### src/clock_generation_pkg.sv
// package: register map, field layout, reset values and carrier types of the clock generation block
package clock_generation_pkg;
  // register byte addresses
  localparam logic [7:0] clock_control_addr      = 8'h00;
  localparam logic [7:0] loop_frequency_addr     = 8'h04;
  localparam logic [7:0] port_f_select_addr      = 8'h08;
  localparam logic [7:0] power_control_addr      = 8'h0c;
  localparam logic [7:0] status_addr             = 8'h10;
  // clock control register fields
  localparam int first_divider_bit               = 0;
  localparam int second_divider_bit              = 1;
  localparam int panel_select_lsb                = 2;
  localparam int system_select_lsb               = 5;
  localparam int select_width                    = 3;
  localparam int clock_enable_bit                = 8;
  localparam int sleep_bit                       = 9;
  localparam logic [31:0] clock_control_reset    = 32'h0000_0081;
  localparam logic [31:0] clock_control_mask     = 32'h0000_03ff;
  // loop frequency select fields
  localparam int coarse_lsb                      = 0;
  localparam int coarse_width                    = 8;
  localparam int fine_lsb                        = 8;
  localparam int fine_width                      = 4;
  localparam int ref_level_bit                   = 15;
  localparam logic [31:0] loop_frequency_reset   = 32'h0000_0347;
  localparam logic [31:0] loop_frequency_mask    = 32'h0000_0fff;
  localparam int fine_limit                      = 14;
  // port f function select
  localparam int clock_out_select_bit            = 2;
  localparam logic [31:0] port_f_select_reset    = 32'h0000_0087;
  localparam logic [31:0] port_f_select_mask     = 32'h0000_00ff;
  // power control fields
  localparam int burst_width_lsb                 = 0;
  localparam int burst_width_bits                = 5;
  localparam int burst_enable_bit                = 5;
  localparam int doze_bit                        = 6;
  localparam logic [31:0] power_control_reset    = 32'h0000_001f;
  localparam logic [31:0] power_control_mask     = 32'h0000_007f;
  // status fields
  localparam int multiplier_lsb                  = 0;
  localparam int multiplier_width                = 16;
  localparam int factors_valid_bit               = 16;
  localparam int mode_lsb                        = 20;
  // stages of the divider chain
  localparam int stage_count                     = 5;
  localparam int stage_loop                      = 0;
  localparam int stage_first                     = 1;
  localparam int stage_fetch                     = 2;
  localparam int stage_panel                     = 3;
  localparam int stage_system                    = 4;
  localparam int half_width                      = 8;
  localparam logic [half_width-1:0] loop_half    = 8'h01;
  localparam logic [1:0] resp_okay               = 2'h0;
  localparam logic [1:0] resp_slverr             = 2'h2;

  typedef enum logic [3:0] {
    mode_run   = 4'h1,
    mode_burst = 4'h2,
    mode_doze  = 4'h4,
    mode_sleep = 4'h8
  } power_mode_type;

  // clocks handed to each consumer
  typedef struct packed {
    logic ref_clock;
    logic system_clock;
    logic fetch_clock;
  } memory_clocks_type;

  typedef struct packed {
    logic system_clock;
    logic fetch_clock;
    logic panel_clock;
  } display_clocks_type;

  typedef struct packed {
    logic ref_clock;
    logic system_clock;
  } ref_sys_clocks_type;

  typedef struct packed {
    logic data;
    logic enable;
  } pin_drive_type;
endpackage

### src/clock_generation_divider_chain.sv
// file: clock generation divider chain with power control and register slave
`timescale 1ns/1ps

// Functional notes
// (RQ1) reference clock comes from crystal; feeds loop and many modules
// (RQ2) loop output frequency set by reference and coarse/fine factor fields; here the fields only set the status multiplier
// (RQ3) loop clock enters first prescaler, ratio chosen by first divider select
// (RQ4) first prescaler drives second; its ratio chosen by second divider select
// (RQ5) fetch clock drives display and sources panel and system dividers
// (RQ6) panel divider ratio chosen by panel select field
// (RQ7) panel clock goes only to display controller
// (RQ8) system clock clocks the processor and most modules
// (RQ9) only system clock may go out, via buffered clock-out pin
// (RQ10) clock-out drives only when clock enable set and port f bit 2 clear
// (RQ11) all generated clocks programmable except the fixed reference; here the loop output clock is fixed too, with a half period of loop_half
// (RQ12) route reference, system and fetch clocks to their listed consumers
// (RQ13) power control delivers processor clock in reduced-width bursts
// (RQ14) four power modes; sleep stops all clocks but the reference
// (RQ15) reference keeps running through sleep while others are off
// (RQ16) multiplier equals 2*(14*(P+1)+Q+1) with stated factor limits
// (RQ17) software keeps first prescaler at divide by two
// (RQ18) divider changes cause no shortened clock pulses
module clock_generation_divider_chain
  import clock_generation_pkg::*;
#(
  parameter int addr_width = 8
) (
  input  wire logic                  aclk,
  input  wire logic                  aresetn,
  input  wire logic [addr_width-1:0] s_axi_awaddr,
  input  wire logic                  s_axi_awvalid,
  output logic                       s_axi_awready,
  input  wire logic [31:0]           s_axi_wdata,
  input  wire logic [3:0]            s_axi_wstrb,
  input  wire logic                  s_axi_wvalid,
  output logic                       s_axi_wready,
  output logic [1:0]                 s_axi_bresp,
  output logic                       s_axi_bvalid,
  input  wire logic                  s_axi_bready,
  input  wire logic [addr_width-1:0] s_axi_araddr,
  input  wire logic                  s_axi_arvalid,
  output logic                       s_axi_arready,
  output logic [31:0]                s_axi_rdata,
  output logic [1:0]                 s_axi_rresp,
  output logic                       s_axi_rvalid,
  input  wire logic                  s_axi_rready,
  input  wire logic                  crystal_oscillator,
  input  wire logic                  wake_event,
  output logic                       low_freq_ref_clock,
  output logic                       loop_output_clock,
  output logic                       first_stage_clock,
  output logic                       display_fetch_clock,
  output logic                       panel_ref_clock,
  output logic                       system_core_clock,
  output logic                       processor_clock,
  output memory_clocks_type          memory_ctrl_clocks,
  output display_clocks_type         display_ctrl_clocks,
  output logic                       power_ctrl_ref_clock,
  output ref_sys_clocks_type         pwm_clocks,
  output ref_sys_clocks_type         timer_clocks,
  output logic                       rtc_ref_clock,
  output logic                       spi_system_clock,
  output logic                       uart_system_clock,
  output pin_drive_type              clock_out_pin
);

  // divide ratio tables, expressed as half periods in source half periods
  function automatic logic [half_width-1:0] post_divider(input logic [select_width-1:0] sel);
    case (sel)
      3'h0:    post_divider = 8'h02;
      3'h1:    post_divider = 8'h04;
      3'h2:    post_divider = 8'h08;
      3'h3:    post_divider = 8'h10;
      3'h4:    post_divider = 8'h01;
      default: post_divider = 8'h01;
    endcase
  endfunction

  function automatic logic [multiplier_width-1:0] loop_multiplier(input logic [coarse_width-1:0] p,
                                                                   input logic [fine_width-1:0]   q);
    logic [multiplier_width-1:0] sum;
    sum = 16'(fine_limit) * (16'(p) + 16'h0001) + 16'(q) + 16'h0001;
    loop_multiplier = 16'(sum << 1);
  endfunction

  // register state
  logic [31:0] clock_control_reg, next_clock_control_reg;
  logic [31:0] loop_frequency_select_reg, next_loop_frequency_select_reg;
  logic [31:0] port_f_function_select, next_port_f_function_select;
  logic [31:0] power_control_reg, next_power_control_reg;
  logic        aw_held, next_aw_held;
  logic        w_held, next_w_held;
  logic [addr_width-1:0] aw_addr, next_aw_addr;
  logic [31:0] w_data, next_w_data;
  logic [3:0]  w_strb, next_w_strb;
  logic        bvalid, next_bvalid;
  logic [1:0]  bresp, next_bresp;
  logic        rvalid, next_rvalid;
  logic [1:0]  rresp, next_rresp;
  logic [31:0] rdata, next_rdata;
  // chain state
  logic [half_width-1:0] stage_count_q [stage_count];
  logic [half_width-1:0] next_stage_count [stage_count];
  logic [half_width-1:0] stage_half [stage_count];
  logic [half_width-1:0] next_stage_half [stage_count];
  logic [half_width-1:0] target_half [stage_count];
  logic [stage_count-1:0] stage_out, next_stage_out;
  logic        ref_level, next_ref_level;
  logic [burst_width_bits-1:0] burst_count, next_burst_count;
  logic        proc_clock, next_proc_clock;
  logic        pin_data, next_pin_data;
  logic        pin_enable, next_pin_enable;
  power_mode_type mode, next_mode;
  logic        write_fire;
  logic [31:0] write_mask;
  logic        sleeping;
  logic [multiplier_width-1:0] multiplier;
  logic        factors_valid;

  assign sleeping   = clock_control_reg[sleep_bit];
  assign write_fire = aw_held && w_held && !bvalid;
  assign write_mask = {{8{w_strb[3]}}, {8{w_strb[2]}}, {8{w_strb[1]}}, {8{w_strb[0]}}};
  assign multiplier = loop_multiplier(loop_frequency_select_reg[coarse_lsb +: coarse_width],
                                      loop_frequency_select_reg[fine_lsb +: fine_width]); // see (RQ16)
  // factor limits: 1 < q < 14 and p > q + 1
  assign factors_valid = (loop_frequency_select_reg[fine_lsb +: fine_width] > 4'h1)
                      && (loop_frequency_select_reg[fine_lsb +: fine_width] < 4'(fine_limit))
                      && (loop_frequency_select_reg[coarse_lsb +: coarse_width]
                          > 8'(loop_frequency_select_reg[fine_lsb +: fine_width]) + 8'h01);

  // bus slave: address and data taken in either order, answer after both
  always_comb begin
    next_aw_held = aw_held;
    next_w_held  = w_held;
    next_aw_addr = aw_addr;
    next_w_data  = w_data;
    next_w_strb  = w_strb;
    next_bvalid  = bvalid;
    next_bresp   = bresp;
    next_rvalid  = rvalid;
    next_rresp   = rresp;
    next_rdata   = rdata;
    next_clock_control_reg         = clock_control_reg;
    next_loop_frequency_select_reg = loop_frequency_select_reg;
    next_port_f_function_select    = port_f_function_select;
    next_power_control_reg         = power_control_reg;
    if (s_axi_awvalid && !aw_held) begin
      next_aw_held = 1'b1;
      next_aw_addr = s_axi_awaddr;
    end
    if (s_axi_wvalid && !w_held) begin
      next_w_held = 1'b1;
      next_w_data = s_axi_wdata;
      next_w_strb = s_axi_wstrb;
    end
    if (write_fire) begin
      next_aw_held = 1'b0;
      next_w_held  = 1'b0;
      next_bvalid  = 1'b1;
      next_bresp   = resp_okay;
      case (8'(aw_addr))
        clock_control_addr: next_clock_control_reg =
          ((clock_control_reg & ~write_mask) | (w_data & write_mask)) & clock_control_mask; // see (RQ11)
        loop_frequency_addr: next_loop_frequency_select_reg =
          ((loop_frequency_select_reg & ~write_mask) | (w_data & write_mask)) & loop_frequency_mask; // see (RQ2)
        port_f_select_addr: next_port_f_function_select =
          ((port_f_function_select & ~write_mask) | (w_data & write_mask)) & port_f_select_mask;
        power_control_addr: next_power_control_reg =
          ((power_control_reg & ~write_mask) | (w_data & write_mask)) & power_control_mask;
        status_addr: next_bresp = resp_okay;  // read-only, write ignored
        default: next_bresp = resp_slverr;
      endcase
    end
    if (bvalid && s_axi_bready) begin
      next_bvalid = 1'b0;
    end
    // wake event ends sleep; it wins over a software write in the same cycle
    if (wake_event) begin
      next_clock_control_reg[sleep_bit] = 1'b0; // see (RQ14)
    end
    if (s_axi_arvalid && !rvalid) begin
      next_rvalid = 1'b1;
      next_rresp  = resp_okay;
      case (8'(s_axi_araddr))
        clock_control_addr:  next_rdata = clock_control_reg;
        loop_frequency_addr: next_rdata = loop_frequency_select_reg | (32'(ref_level) << ref_level_bit);
        port_f_select_addr:  next_rdata = port_f_function_select;
        power_control_addr:  next_rdata = power_control_reg;
        status_addr:         next_rdata = 32'(multiplier) | (32'(factors_valid) << factors_valid_bit)
                                        | (32'(mode) << mode_lsb);
        default: begin
          next_rdata = 32'h0000_0000;
          next_rresp = resp_slverr;
        end
      endcase
    end else if (rvalid && s_axi_rready) begin
      next_rvalid = 1'b0;
    end
  end

  always_ff @(posedge aclk) begin
    if (!aresetn) begin
      aw_held <= 1'b0;
      w_held  <= 1'b0;
      aw_addr <= '0;
      w_data  <= 32'h0000_0000;
      w_strb  <= 4'h0;
      bvalid  <= 1'b0;
      bresp   <= resp_okay;
      rvalid  <= 1'b0;
      rresp   <= resp_okay;
      rdata   <= 32'h0000_0000;
      clock_control_reg         <= clock_control_reset;
      loop_frequency_select_reg <= loop_frequency_reset;
      port_f_function_select    <= port_f_select_reset;
      power_control_reg         <= power_control_reset;
    end else begin
      aw_held <= next_aw_held;
      w_held  <= next_w_held;
      aw_addr <= next_aw_addr;
      w_data  <= next_w_data;
      w_strb  <= next_w_strb;
      bvalid  <= next_bvalid;
      bresp   <= next_bresp;
      rvalid  <= next_rvalid;
      rresp   <= next_rresp;
      rdata   <= next_rdata;
      clock_control_reg         <= next_clock_control_reg;
      loop_frequency_select_reg <= next_loop_frequency_select_reg;
      port_f_function_select    <= next_port_f_function_select;
      power_control_reg         <= next_power_control_reg;
    end
  end

  // requested half periods in aclk cycles; aclk stands in for the locked loop
  always_comb begin
    target_half[stage_loop]   = loop_half;
    target_half[stage_first]  = clock_control_reg[first_divider_bit] ? 8'h02 : 8'h01; // see (RQ3) (RQ17)
    target_half[stage_fetch]  = 8'(target_half[stage_first]
                                   << clock_control_reg[second_divider_bit]); // see (RQ4)
    target_half[stage_panel]  = 8'(target_half[stage_fetch]
                                   * post_divider(clock_control_reg[panel_select_lsb +: select_width])); // see (RQ6)
    target_half[stage_system] = 8'(target_half[stage_fetch]
                                   * post_divider(clock_control_reg[system_select_lsb +: select_width])); // see (RQ5)
  end

  // each stage toggles after its half period; a new ratio is taken only at a period end while the output
  // is low, and a stop at any point while the output is low, so no pulse is ever cut short
  always_comb begin
    for (int i = 0; i < stage_count; i++) begin
      next_stage_count[i] = stage_count_q[i];
      next_stage_out[i]   = stage_out[i];
      next_stage_half[i]  = stage_half[i];
      if (!stage_out[i] && stage_count_q[i] == 8'h00) begin
        next_stage_half[i] = target_half[i]; // see (RQ18)
      end
      if (stage_out[i] || !sleeping) begin // see (RQ14)
        if (stage_count_q[i] + 8'h01 >= next_stage_half[i]) begin
          next_stage_count[i] = 8'h00;
          next_stage_out[i]   = !stage_out[i];
        end else begin
          next_stage_count[i] = stage_count_q[i] + 8'h01;
        end
      end
    end
  end

  always_ff @(posedge aclk) begin
    if (!aresetn) begin
      for (int i = 0; i < stage_count; i++) begin
        stage_count_q[i] <= 8'h00;
        stage_half[i]    <= 8'h01;
      end
      stage_out <= '0;
    end else begin
      for (int i = 0; i < stage_count; i++) begin
        stage_count_q[i] <= next_stage_count[i];
        stage_half[i]    <= next_stage_half[i];
      end
      stage_out <= next_stage_out;
    end
  end

  // power mode, burst gating of the processor clock and the clock-out pin
  always_comb begin
    next_ref_level   = crystal_oscillator; // see (RQ1) (RQ15)
    next_burst_count = burst_count;
    if (sleeping) begin
      next_mode = mode_sleep;
    end else if (power_control_reg[doze_bit]) begin
      next_mode = mode_doze;
    end else if (power_control_reg[burst_enable_bit]) begin
      next_mode = mode_burst;
    end else begin
      next_mode = mode_run;
    end
    // count system periods on the rising edge of the system clock
    if (next_stage_out[stage_system] && !stage_out[stage_system]) begin
      next_burst_count = 5'(burst_count + 5'h01);
    end
    next_proc_clock = 1'b0;
    // gate only changes while the system clock is low, so bursts are whole pulses
    if (next_stage_out[stage_system]) begin
      case (mode)
        mode_run:   next_proc_clock = 1'b1;
        mode_burst: next_proc_clock = (next_burst_count <= power_control_reg[burst_width_lsb +: burst_width_bits])
                                      || proc_clock; // see (RQ13)
        mode_doze:  next_proc_clock = 1'b0;
        mode_sleep: next_proc_clock = 1'b0;
        default:    next_proc_clock = 1'b0;
      endcase
    end
    next_pin_enable = clock_control_reg[clock_enable_bit]
                   && !port_f_function_select[clock_out_select_bit]; // see (RQ10)
    next_pin_data   = next_pin_enable && next_stage_out[stage_system]; // see (RQ9)
  end

  always_ff @(posedge aclk) begin
    if (!aresetn) begin
      ref_level   <= 1'b0;
      burst_count <= '0;
      proc_clock  <= 1'b0;
      mode        <= mode_run;
      pin_data    <= 1'b0;
      pin_enable  <= 1'b0;
    end else begin
      ref_level   <= next_ref_level;
      burst_count <= next_burst_count;
      proc_clock  <= next_proc_clock;
      mode        <= next_mode;
      pin_data    <= next_pin_data;
      pin_enable  <= next_pin_enable;
    end
  end

  // bus outputs
  assign s_axi_awready = !aw_held;
  assign s_axi_wready  = !w_held;
  assign s_axi_bvalid  = bvalid;
  assign s_axi_bresp   = bresp;
  assign s_axi_arready = !rvalid;
  assign s_axi_rvalid  = rvalid;
  assign s_axi_rresp   = rresp;
  assign s_axi_rdata   = rdata;

  // clock distribution, each consumer only what it is entitled to
  assign low_freq_ref_clock  = ref_level;
  assign loop_output_clock   = stage_out[stage_loop];
  assign first_stage_clock   = stage_out[stage_first];
  assign display_fetch_clock = stage_out[stage_fetch];
  assign panel_ref_clock     = stage_out[stage_panel];
  assign system_core_clock   = stage_out[stage_system];
  assign processor_clock     = proc_clock; // see (RQ8)
  assign memory_ctrl_clocks  = '{ref_clock: ref_level, system_clock: stage_out[stage_system],
                                 fetch_clock: stage_out[stage_fetch]}; // see (RQ12)
  assign display_ctrl_clocks = '{system_clock: stage_out[stage_system], fetch_clock: stage_out[stage_fetch],
                                 panel_clock: stage_out[stage_panel]}; // see (RQ7)
  assign power_ctrl_ref_clock = ref_level;
  assign pwm_clocks          = '{ref_clock: ref_level, system_clock: stage_out[stage_system]};
  assign timer_clocks        = '{ref_clock: ref_level, system_clock: stage_out[stage_system]};
  assign rtc_ref_clock       = ref_level;
  assign spi_system_clock    = stage_out[stage_system];
  assign uart_system_clock   = stage_out[stage_system];
  assign clock_out_pin       = '{data: pin_data, enable: pin_enable};

endmodule // clock_generation_divider_chain

### config.mk
export PLATFORM = sky130hd
export DESIGN_NAME = clock_generation_divider_chain
export DESIGN_NICKNAME = d
export VERILOG_FILES = /design/src/clock_generation_pkg.sv /design/src/clock_generation_divider_chain.sv
export SDC_FILE = /design/constraint.sdc
export NUM_CORES = 1
export LEC_CHECK = 0
export BUFFER_PORTS_ARGS = -buffer_cell sky130_fd_sc_hd__buf_2
export CAP_MARGIN = 20
export CORE_UTILIZATION = 55
export DETAILED_ROUTE_END_ITERATION = 8
export GPL_TIMING_DRIVEN = 0
export PLACE_DENSITY = 0.76
export REMOVE_ABC_BUFFERS = 1
export SLEW_MARGIN = 40
export SYNTH_ARGS = -nofsm -noshare
export SYNTH_HDL_FRONTEND = slang
export SYNTH_SLANG_ARGS = --single-unit
### constraint.sdc
create_clock -name aclk -period 15.65 [get_ports aclk]
set_clock_uncertainty 0.1 [all_clocks]
set_input_delay 1.565 -clock aclk [delete_from_list [all_inputs] [get_ports aclk]]
set_output_delay 1.565 -clock aclk [all_outputs]
set_load 0.01 [all_outputs]
==> results of run 1 <==
[cell usage in the layout, fill, tap and decap left out, types with 8 or more instances in the layout]
cell / Yosys / routed
conb_1: 1 / 13
fa_1: 15 / 15
nor2_1: 139 / 139
o21a_1: 8 / 8
a22oi_1: 8 / 8
xnor2_1: 36 / 36
o21ai_1: 10 / 10
nor3_1: 13 / 13
mux2i_1: 54 / 54
o21ai_0: 22 / 22
ha_1: 113 / 113
or2_2: 8 / 8
xor2_1: 30 / 30
clkbuf_16: 0 / 17
a211oi_1: 8 / 8
or3_1: 23 / 23
a21o_1: 11 / 11
a21oi_1: 91 / 91
nand3_1: 57 / 57
inv_1: 53 / 53
dfxtp_1: 184 / 183
nand2b_1: 25 / 25
and2_1: 10 / 10
nor2b_1: 16 / 14
o22ai_1: 18 / 18
buf_2: 1 / 88
nand2_1: 161 / 161
[worst max-delay path, delay by kind of cell (launching register included)]
kind | cells | cell delay, ns
adders and majority gates | 7 | 2.38
AOI/OAI and AO/OA | 10 | 1.89
and+or+nand+nor | 7 | 1.00
muxes | 2 | 0.51
DFF | 1 | 0.43
xor gates and xnor gates | 1 | 0.16
buffers and inverters | 1 | 0.10
[stage by stage]
stage / hold WS [ns] / std cells / power, mW
floorplan: 0.324 / 1231 / 0.838
global route: 0.359 / 1618 / 1.44
detailed placement: 0.341 / 1586 / 0.945
finish: 0.348 / 1618 / 1.36
global placement: 0.335 / 1585 / 0.934
CTS: 0.350 / 1618 / 1.36
[power groups by stage]
stage	Combinational [mW]	Clock (mW)	Sequential, mW
5_1_grt	0.460	0.442	0.534
2_1_floorplan	0.298	0	0.540
3_3_place_gp	0.397	0	0.537
6_report	0.411	0.417	0.529
3_5_place_dp	0.406	0	0.539
4_1_cts	0.410	0.423	0.528
[per-layer routing]
metal | global-route usage | part of all wire | routed length (um) | up-vias
met5 | 0 | 0 | 0 | -
met4 | 0.0720 | 0.015 | 358 | 0
met3 | 0.0408 | 0.041 | 982 | 32
met2 | 0.394 | 0.48 | 11400 | 187
met1 | 0.306 | 0.46 | 11000 | 4253
li1 | - | - | - | 4552
[worst max-delay path by stage]
stage,slack [ns],startpoint,endpoint,depth (start not counted)
floorplan,9.85,flip-flop,processor_clock,27
global placement,7.30,aresetn,pin_data,3
detailed placement,9.10,flip-flop,processor_clock,28
CTS,8.86,flip-flop,processor_clock,28
global route,8.28,flip-flop,processor_clock,28
finish,8.92,flip-flop,processor_clock,28
[area by class of cell]
| type | instances | area (sq um) | share of cell area |
|---|---|---|---|
| Inverter | 56 | 215 | 0.0177 |
| Clock inverter | 12 | 106 | 0.00875 |
| Sequential cell | 184 | 3680 | 0.303 |
| Tap cell | 265 | 332 | 0.0273 |
| Clock buffer | 20 | 457 | 0.0376 |
| Multi-Input combinational cell | 991 | 6880 | 0.566 |
| Timing Repair Buffer | 90 | 475 | 0.0391 |
[cells by family after synthesis]
| kind of cell | synth area share |
|---|---|
| simple gates | 0.212 |
| compound gates | 0.127 |
| flops | 0.329 |
| buf+inv | 0.0613 |
| fa+ha+maj | 0.153 |
| xor+xnor | 0.0516 |
| mux | 0.0654 |
| other cells | 0.000335 |
==> out/qor.csv, run 1 <==
metric,value,unit
CP Data Required Time,15.83,ns
Pwr Density,112,nW/um^2
final setup margin,8.92,ns
synth-to-layout area growth,8.49,%
Fillers,1687,
Post-CTS Resized,0,
status,completed,
post-synthesis cell type count,80,
"EDFF count, synth",0,
worst min-delay path class,flip-flop to flip-flop,
Yosys warnings,0,
Initial Utilization,0.568,
Pins Over Slew Limit,0,
largest net degree at the start of global routing,82,
Period minus WS final,6.73,ns
top-count cell post-synth,dfxtp_1,
Placer Congestion,0.848,
total die area,20900,sq um
Avg Inst Size Synth,8.61,sq um
post-layout util,0.616,
Final ANT Viol Nets,0,
critical path startpoint category,flip-flop,
routed vias,9024,
Overflow after GRT,0,
CTS Sinks,184,
Slew Limit Headroom,0.502,
crit-path most repeated cell,ha_1,
router iterations before antenna repair,5,
DR iter-0 viols,489,
global-route wire length before repair,39.2,mm
Max Root-Sink Buffers,2,
Fmax achieved,149,MHz
Setup Buffers After CTS,0,
Setup Slack @ Placement,9.10,ns
core area,19700,sq um
Syn Inst Count,1301,
nets,1529,
ranking of synthesized cells by area,"dfxtp_1, ha_1, nand2_1, mux2i_1, nor2_1",
flop-to-flop setup slack,8.92,ns
Post-synth ARST share,0,
reg2reg path depth,28,
Synth top area share,0.329,
layout cell share with drive strength beyond 1,0.121,
# setup viols final,0,
CTS Root Cell,clkbuf_16,
CTS tree,done,
Synth top cells by count,"dfxtp_1, nand2_1, nor2_1, ha_1, a21oi_1",
Die Height,145,um
Synth Flop Type,dfxtp_1,
CTS buffer count,17,
switching component of the power,0.476,mW
IO Port Bufs,89,
per-cell routed wire length,14.7,um
largest area contributor in the netlist,dfxtp_1,
antenna violations before repair,0,
Critical R2R Capture,processor_clock,
"Period Utilization, post-route",0.430,
Sw Ratio,0.351,
Leak,5.41,nW
Internal Power,0.881,mW
Synth Register Bits,184,
worst path arrival time,6.91,ns
Final Instance Area,12100,sq um
RSZ-0062 raised after global routing,no,
final wirelength,23.8,mm
# IOs,125,
DRC,0,
Setup CP Type,flip-flop to flip-flop,
measured slew at the worst slew-check pin,0.745,ns
Hold Path End,stage_half[0][3],
Via density,5.58,
placed standard-cell area,11600,sq um
crit path max fanout,8,
combinational group share of total power,0.303,
diodes inserted,0,
sum of negative setup slack,0,ns
register area share after synthesis,0.329,
HP Start,stage_half[0][3],
crit-path max cell delay,0.45,ns
max-cap viol count,0,
clock slew at reported path FFs,0.08,ns
Hold Path Stages,2,
Rows,51,
Reg power frac,0.390,
final hold vios,0,
Tot GR Track Use,0.234,
synthesized area,11200,sq um
peak supply drop,0.0000704,V
CTS Hold Buffers Added,0,
vias in the first global route,8342,
crit end category,flip-flop,
H-tree Lvls,4,
Clock Latency Late Sink,0.44,ns
Post-DP HPWL,17.1,mm
DIE WIDTH,145,um
CP max stage cell,fa_1,
clock power share,0.307,
Power figures use the tool's default switching activity.
==> inputs of run 2 (changes only) <==
CORE_UTILIZATION = 54   (was 55)
PLACE_DENSITY = 0.77   (was 0.76)
clock period = 5.45 ns   (was 15.65 ns; I/O delays follow)
==> out/qor.csv, run 2 (synthesis results as in run 1) <==
metric,value,unit,change
status,"complete, but fails checks",,
failing checks,setup timing,,
IO Port Bufs,89,,unchanged
met3 Use GR,0.0379,,-0.00287
Via density,5.64,,+1.2%
CTS tree,done,,
layout cell share with drive strength beyond 1,0.155,,+0.0337
crit path max fanout,7,,-1
Post-DP HPWL,17.0,mm,-0.62%
final wirelength,24.6,mm,+3.7%
# setup viols final,1,,+1
crit-path max cell delay,0.39,ns,-0.06 ns
clock slew at reported path FFs,0.07,ns,about the same
measured slew at the worst slew-check pin,0.794,ns,+0.0487 ns
flop-to-flop setup slack,-0.07,ns,-8.99 ns
Period minus WS final,5.52,ns,-1.21 ns
CTS Sinks,184,,unchanged
met1 Use GR,0.295,,-0.0116
Critical path buffers and inverters,2,,+1
"Period Utilization, post-route",1.01,,+0.582
diodes inserted,0,,unchanged
placed cell count,1591,,+0.32%
Setup CP Type,flip-flop to flip-flop,,
Fmax achieved,181,MHz,+22%
CP max stage cell,dfxtp_4,,
Tot GR Track Use,0.230,,-0.00466
router iterations before antenna repair,5,,unchanged
Overflow after GRT,0,,unchanged
"most common cell after layout, fill and taps aside",dfxtp_1,,
RSZ-0062 raised after global routing,yes,,
final setup margin,-0.0669,ns,-8.99 ns
Initial Utilization,0.552,,-0.0163
crit end category,flip-flop,,
nets,1538,,+0.59%
vias in the first global route,8527,,+2.2%
largest net degree at the start of global routing,77,,-6.1%
Non-Filler Instances,1632,,+0.87%
final hold vios,0,,unchanged
max-cap viol count,0,,unchanged
DIE WIDTH,146,um,+0.91%
Placer Congestion,0.837,,-1.2%
Rows,52,,+2.0%
antenna violations before repair,0,,unchanged
Clock Latency Late Sink,0.44,ns,about the same
DR iter-0 viols,589,,+20%
synth-to-layout area growth,11.6,%,
HP Start,wake_event,,
met2 Track Usage GR,0.401,,+0.00723
most used routing layer,met2,,
CTS buffer count,17,,unchanged
most frequent cells in the layout,"dfxtp_1, nand2_1, nor2_1, ha_1, buf_2",,
CTS Root Cell,clkbuf_16,,
global-route wire length before repair,40.5,mm,+3.1%
crit-path most repeated cell,ha_4,,
Pwr Density,321,nW/um^2,+190%
per-cell routed wire length,15.1,um,+2.8%
DRC,0,,unchanged
worst min-delay path class,input pin to flip-flop,,
Leak,5.46,nW,+1.1%
worst path arrival time,5.75,ns,-1.16 ns
Pins Over Slew Limit,0,,unchanged
CP Data Required Time,5.68,ns,-10.15 ns
crit-path leading delay family,compound AO/OA/AOI/OAI gates,,
Final ANT Viol Nets,0,,unchanged
critical path startpoint category,flip-flop,,
Max Root-Sink Buffers,2,,unchanged
total die area,21300,sq um,+1.8%
Slew Limit Headroom,0.469,,-0.0325
H-tree Lvls,4,,unchanged
Die Height,146,um,+0.91%
WHS,0.169,ns,-0.179 ns
core area,20300,sq um,+3.0%
peak supply drop,0.000226,V,+220%
routed vias,9212,,+2.1%
# IOs,125,,unchanged
[run 2: cell types whose count changed in the layout (fill, tap and decap cells not counted), sizes merged]
cell	change
clkbuf	-2
buf	+9
inv	+2
clkinvlp	+3
clkinv	-3
[run 2: path summary, 6_finish.rpt]
check | to | depth (start not counted)
worst max register to register | processor_clock | 29
worst min-delay path | flip-flop | 2
worst max-delay path | processor_clock | 29
worst min register to register | stage_half[0][13] | 2
[run 2: layout make-up]
cell class | instances | area (sq um)
clock buffer | 18 | 429
clock inverter | 14 | 128
sequential | 184 | 3700
tap | 270 | 338
multi-input combinational | 991 | 7150
timing repair buffer | 99 | 543
inverter | 56 | 218
fill | 1738 | 7800
[run 2: timing repair]
action | in CTS | in global routing
buffers inserted | 7 | 2
resized for setup | 32 | 20
endpoints found under the setup margin | 1 | 1
pin swaps | 14 | 18
hold buffers | 0 | 0
endpoints found under the hold margin | 0 | 0
[run 2: per-layer routing]
layer  routed length, um  vias up
met5                   0        -
met4                 222        0
met3                 889       19
li1                    -     4574
met1               11300     4419
met2               12300      200
[run 2: power breakdown]
part	internal (mW)	switching, mW
Clock	0.605	0.583
Sequential	1.43	0.0842
Combinational	0.541	0.764
Total	2.58	1.43
[run 2: per-stage QoR]
stage          power, mW  TNS [ns]  setup WS, ns  utilization  instance area [sq um]
2_1_floorplan       2.41    -0.346        -0.346            -                  10800
3_3_place_gp        2.68    -91.29         -1.28        0.569                  11500
3_5_place_dp        2.71     -1.04         -1.04        0.571                  11600
4_1_cts             3.99         0       0.00555        0.610                  12400
5_1_grt             4.24    -0.316        -0.316        0.616                  12500
6_report            4.01   -0.0669       -0.0669        0.616                  12500
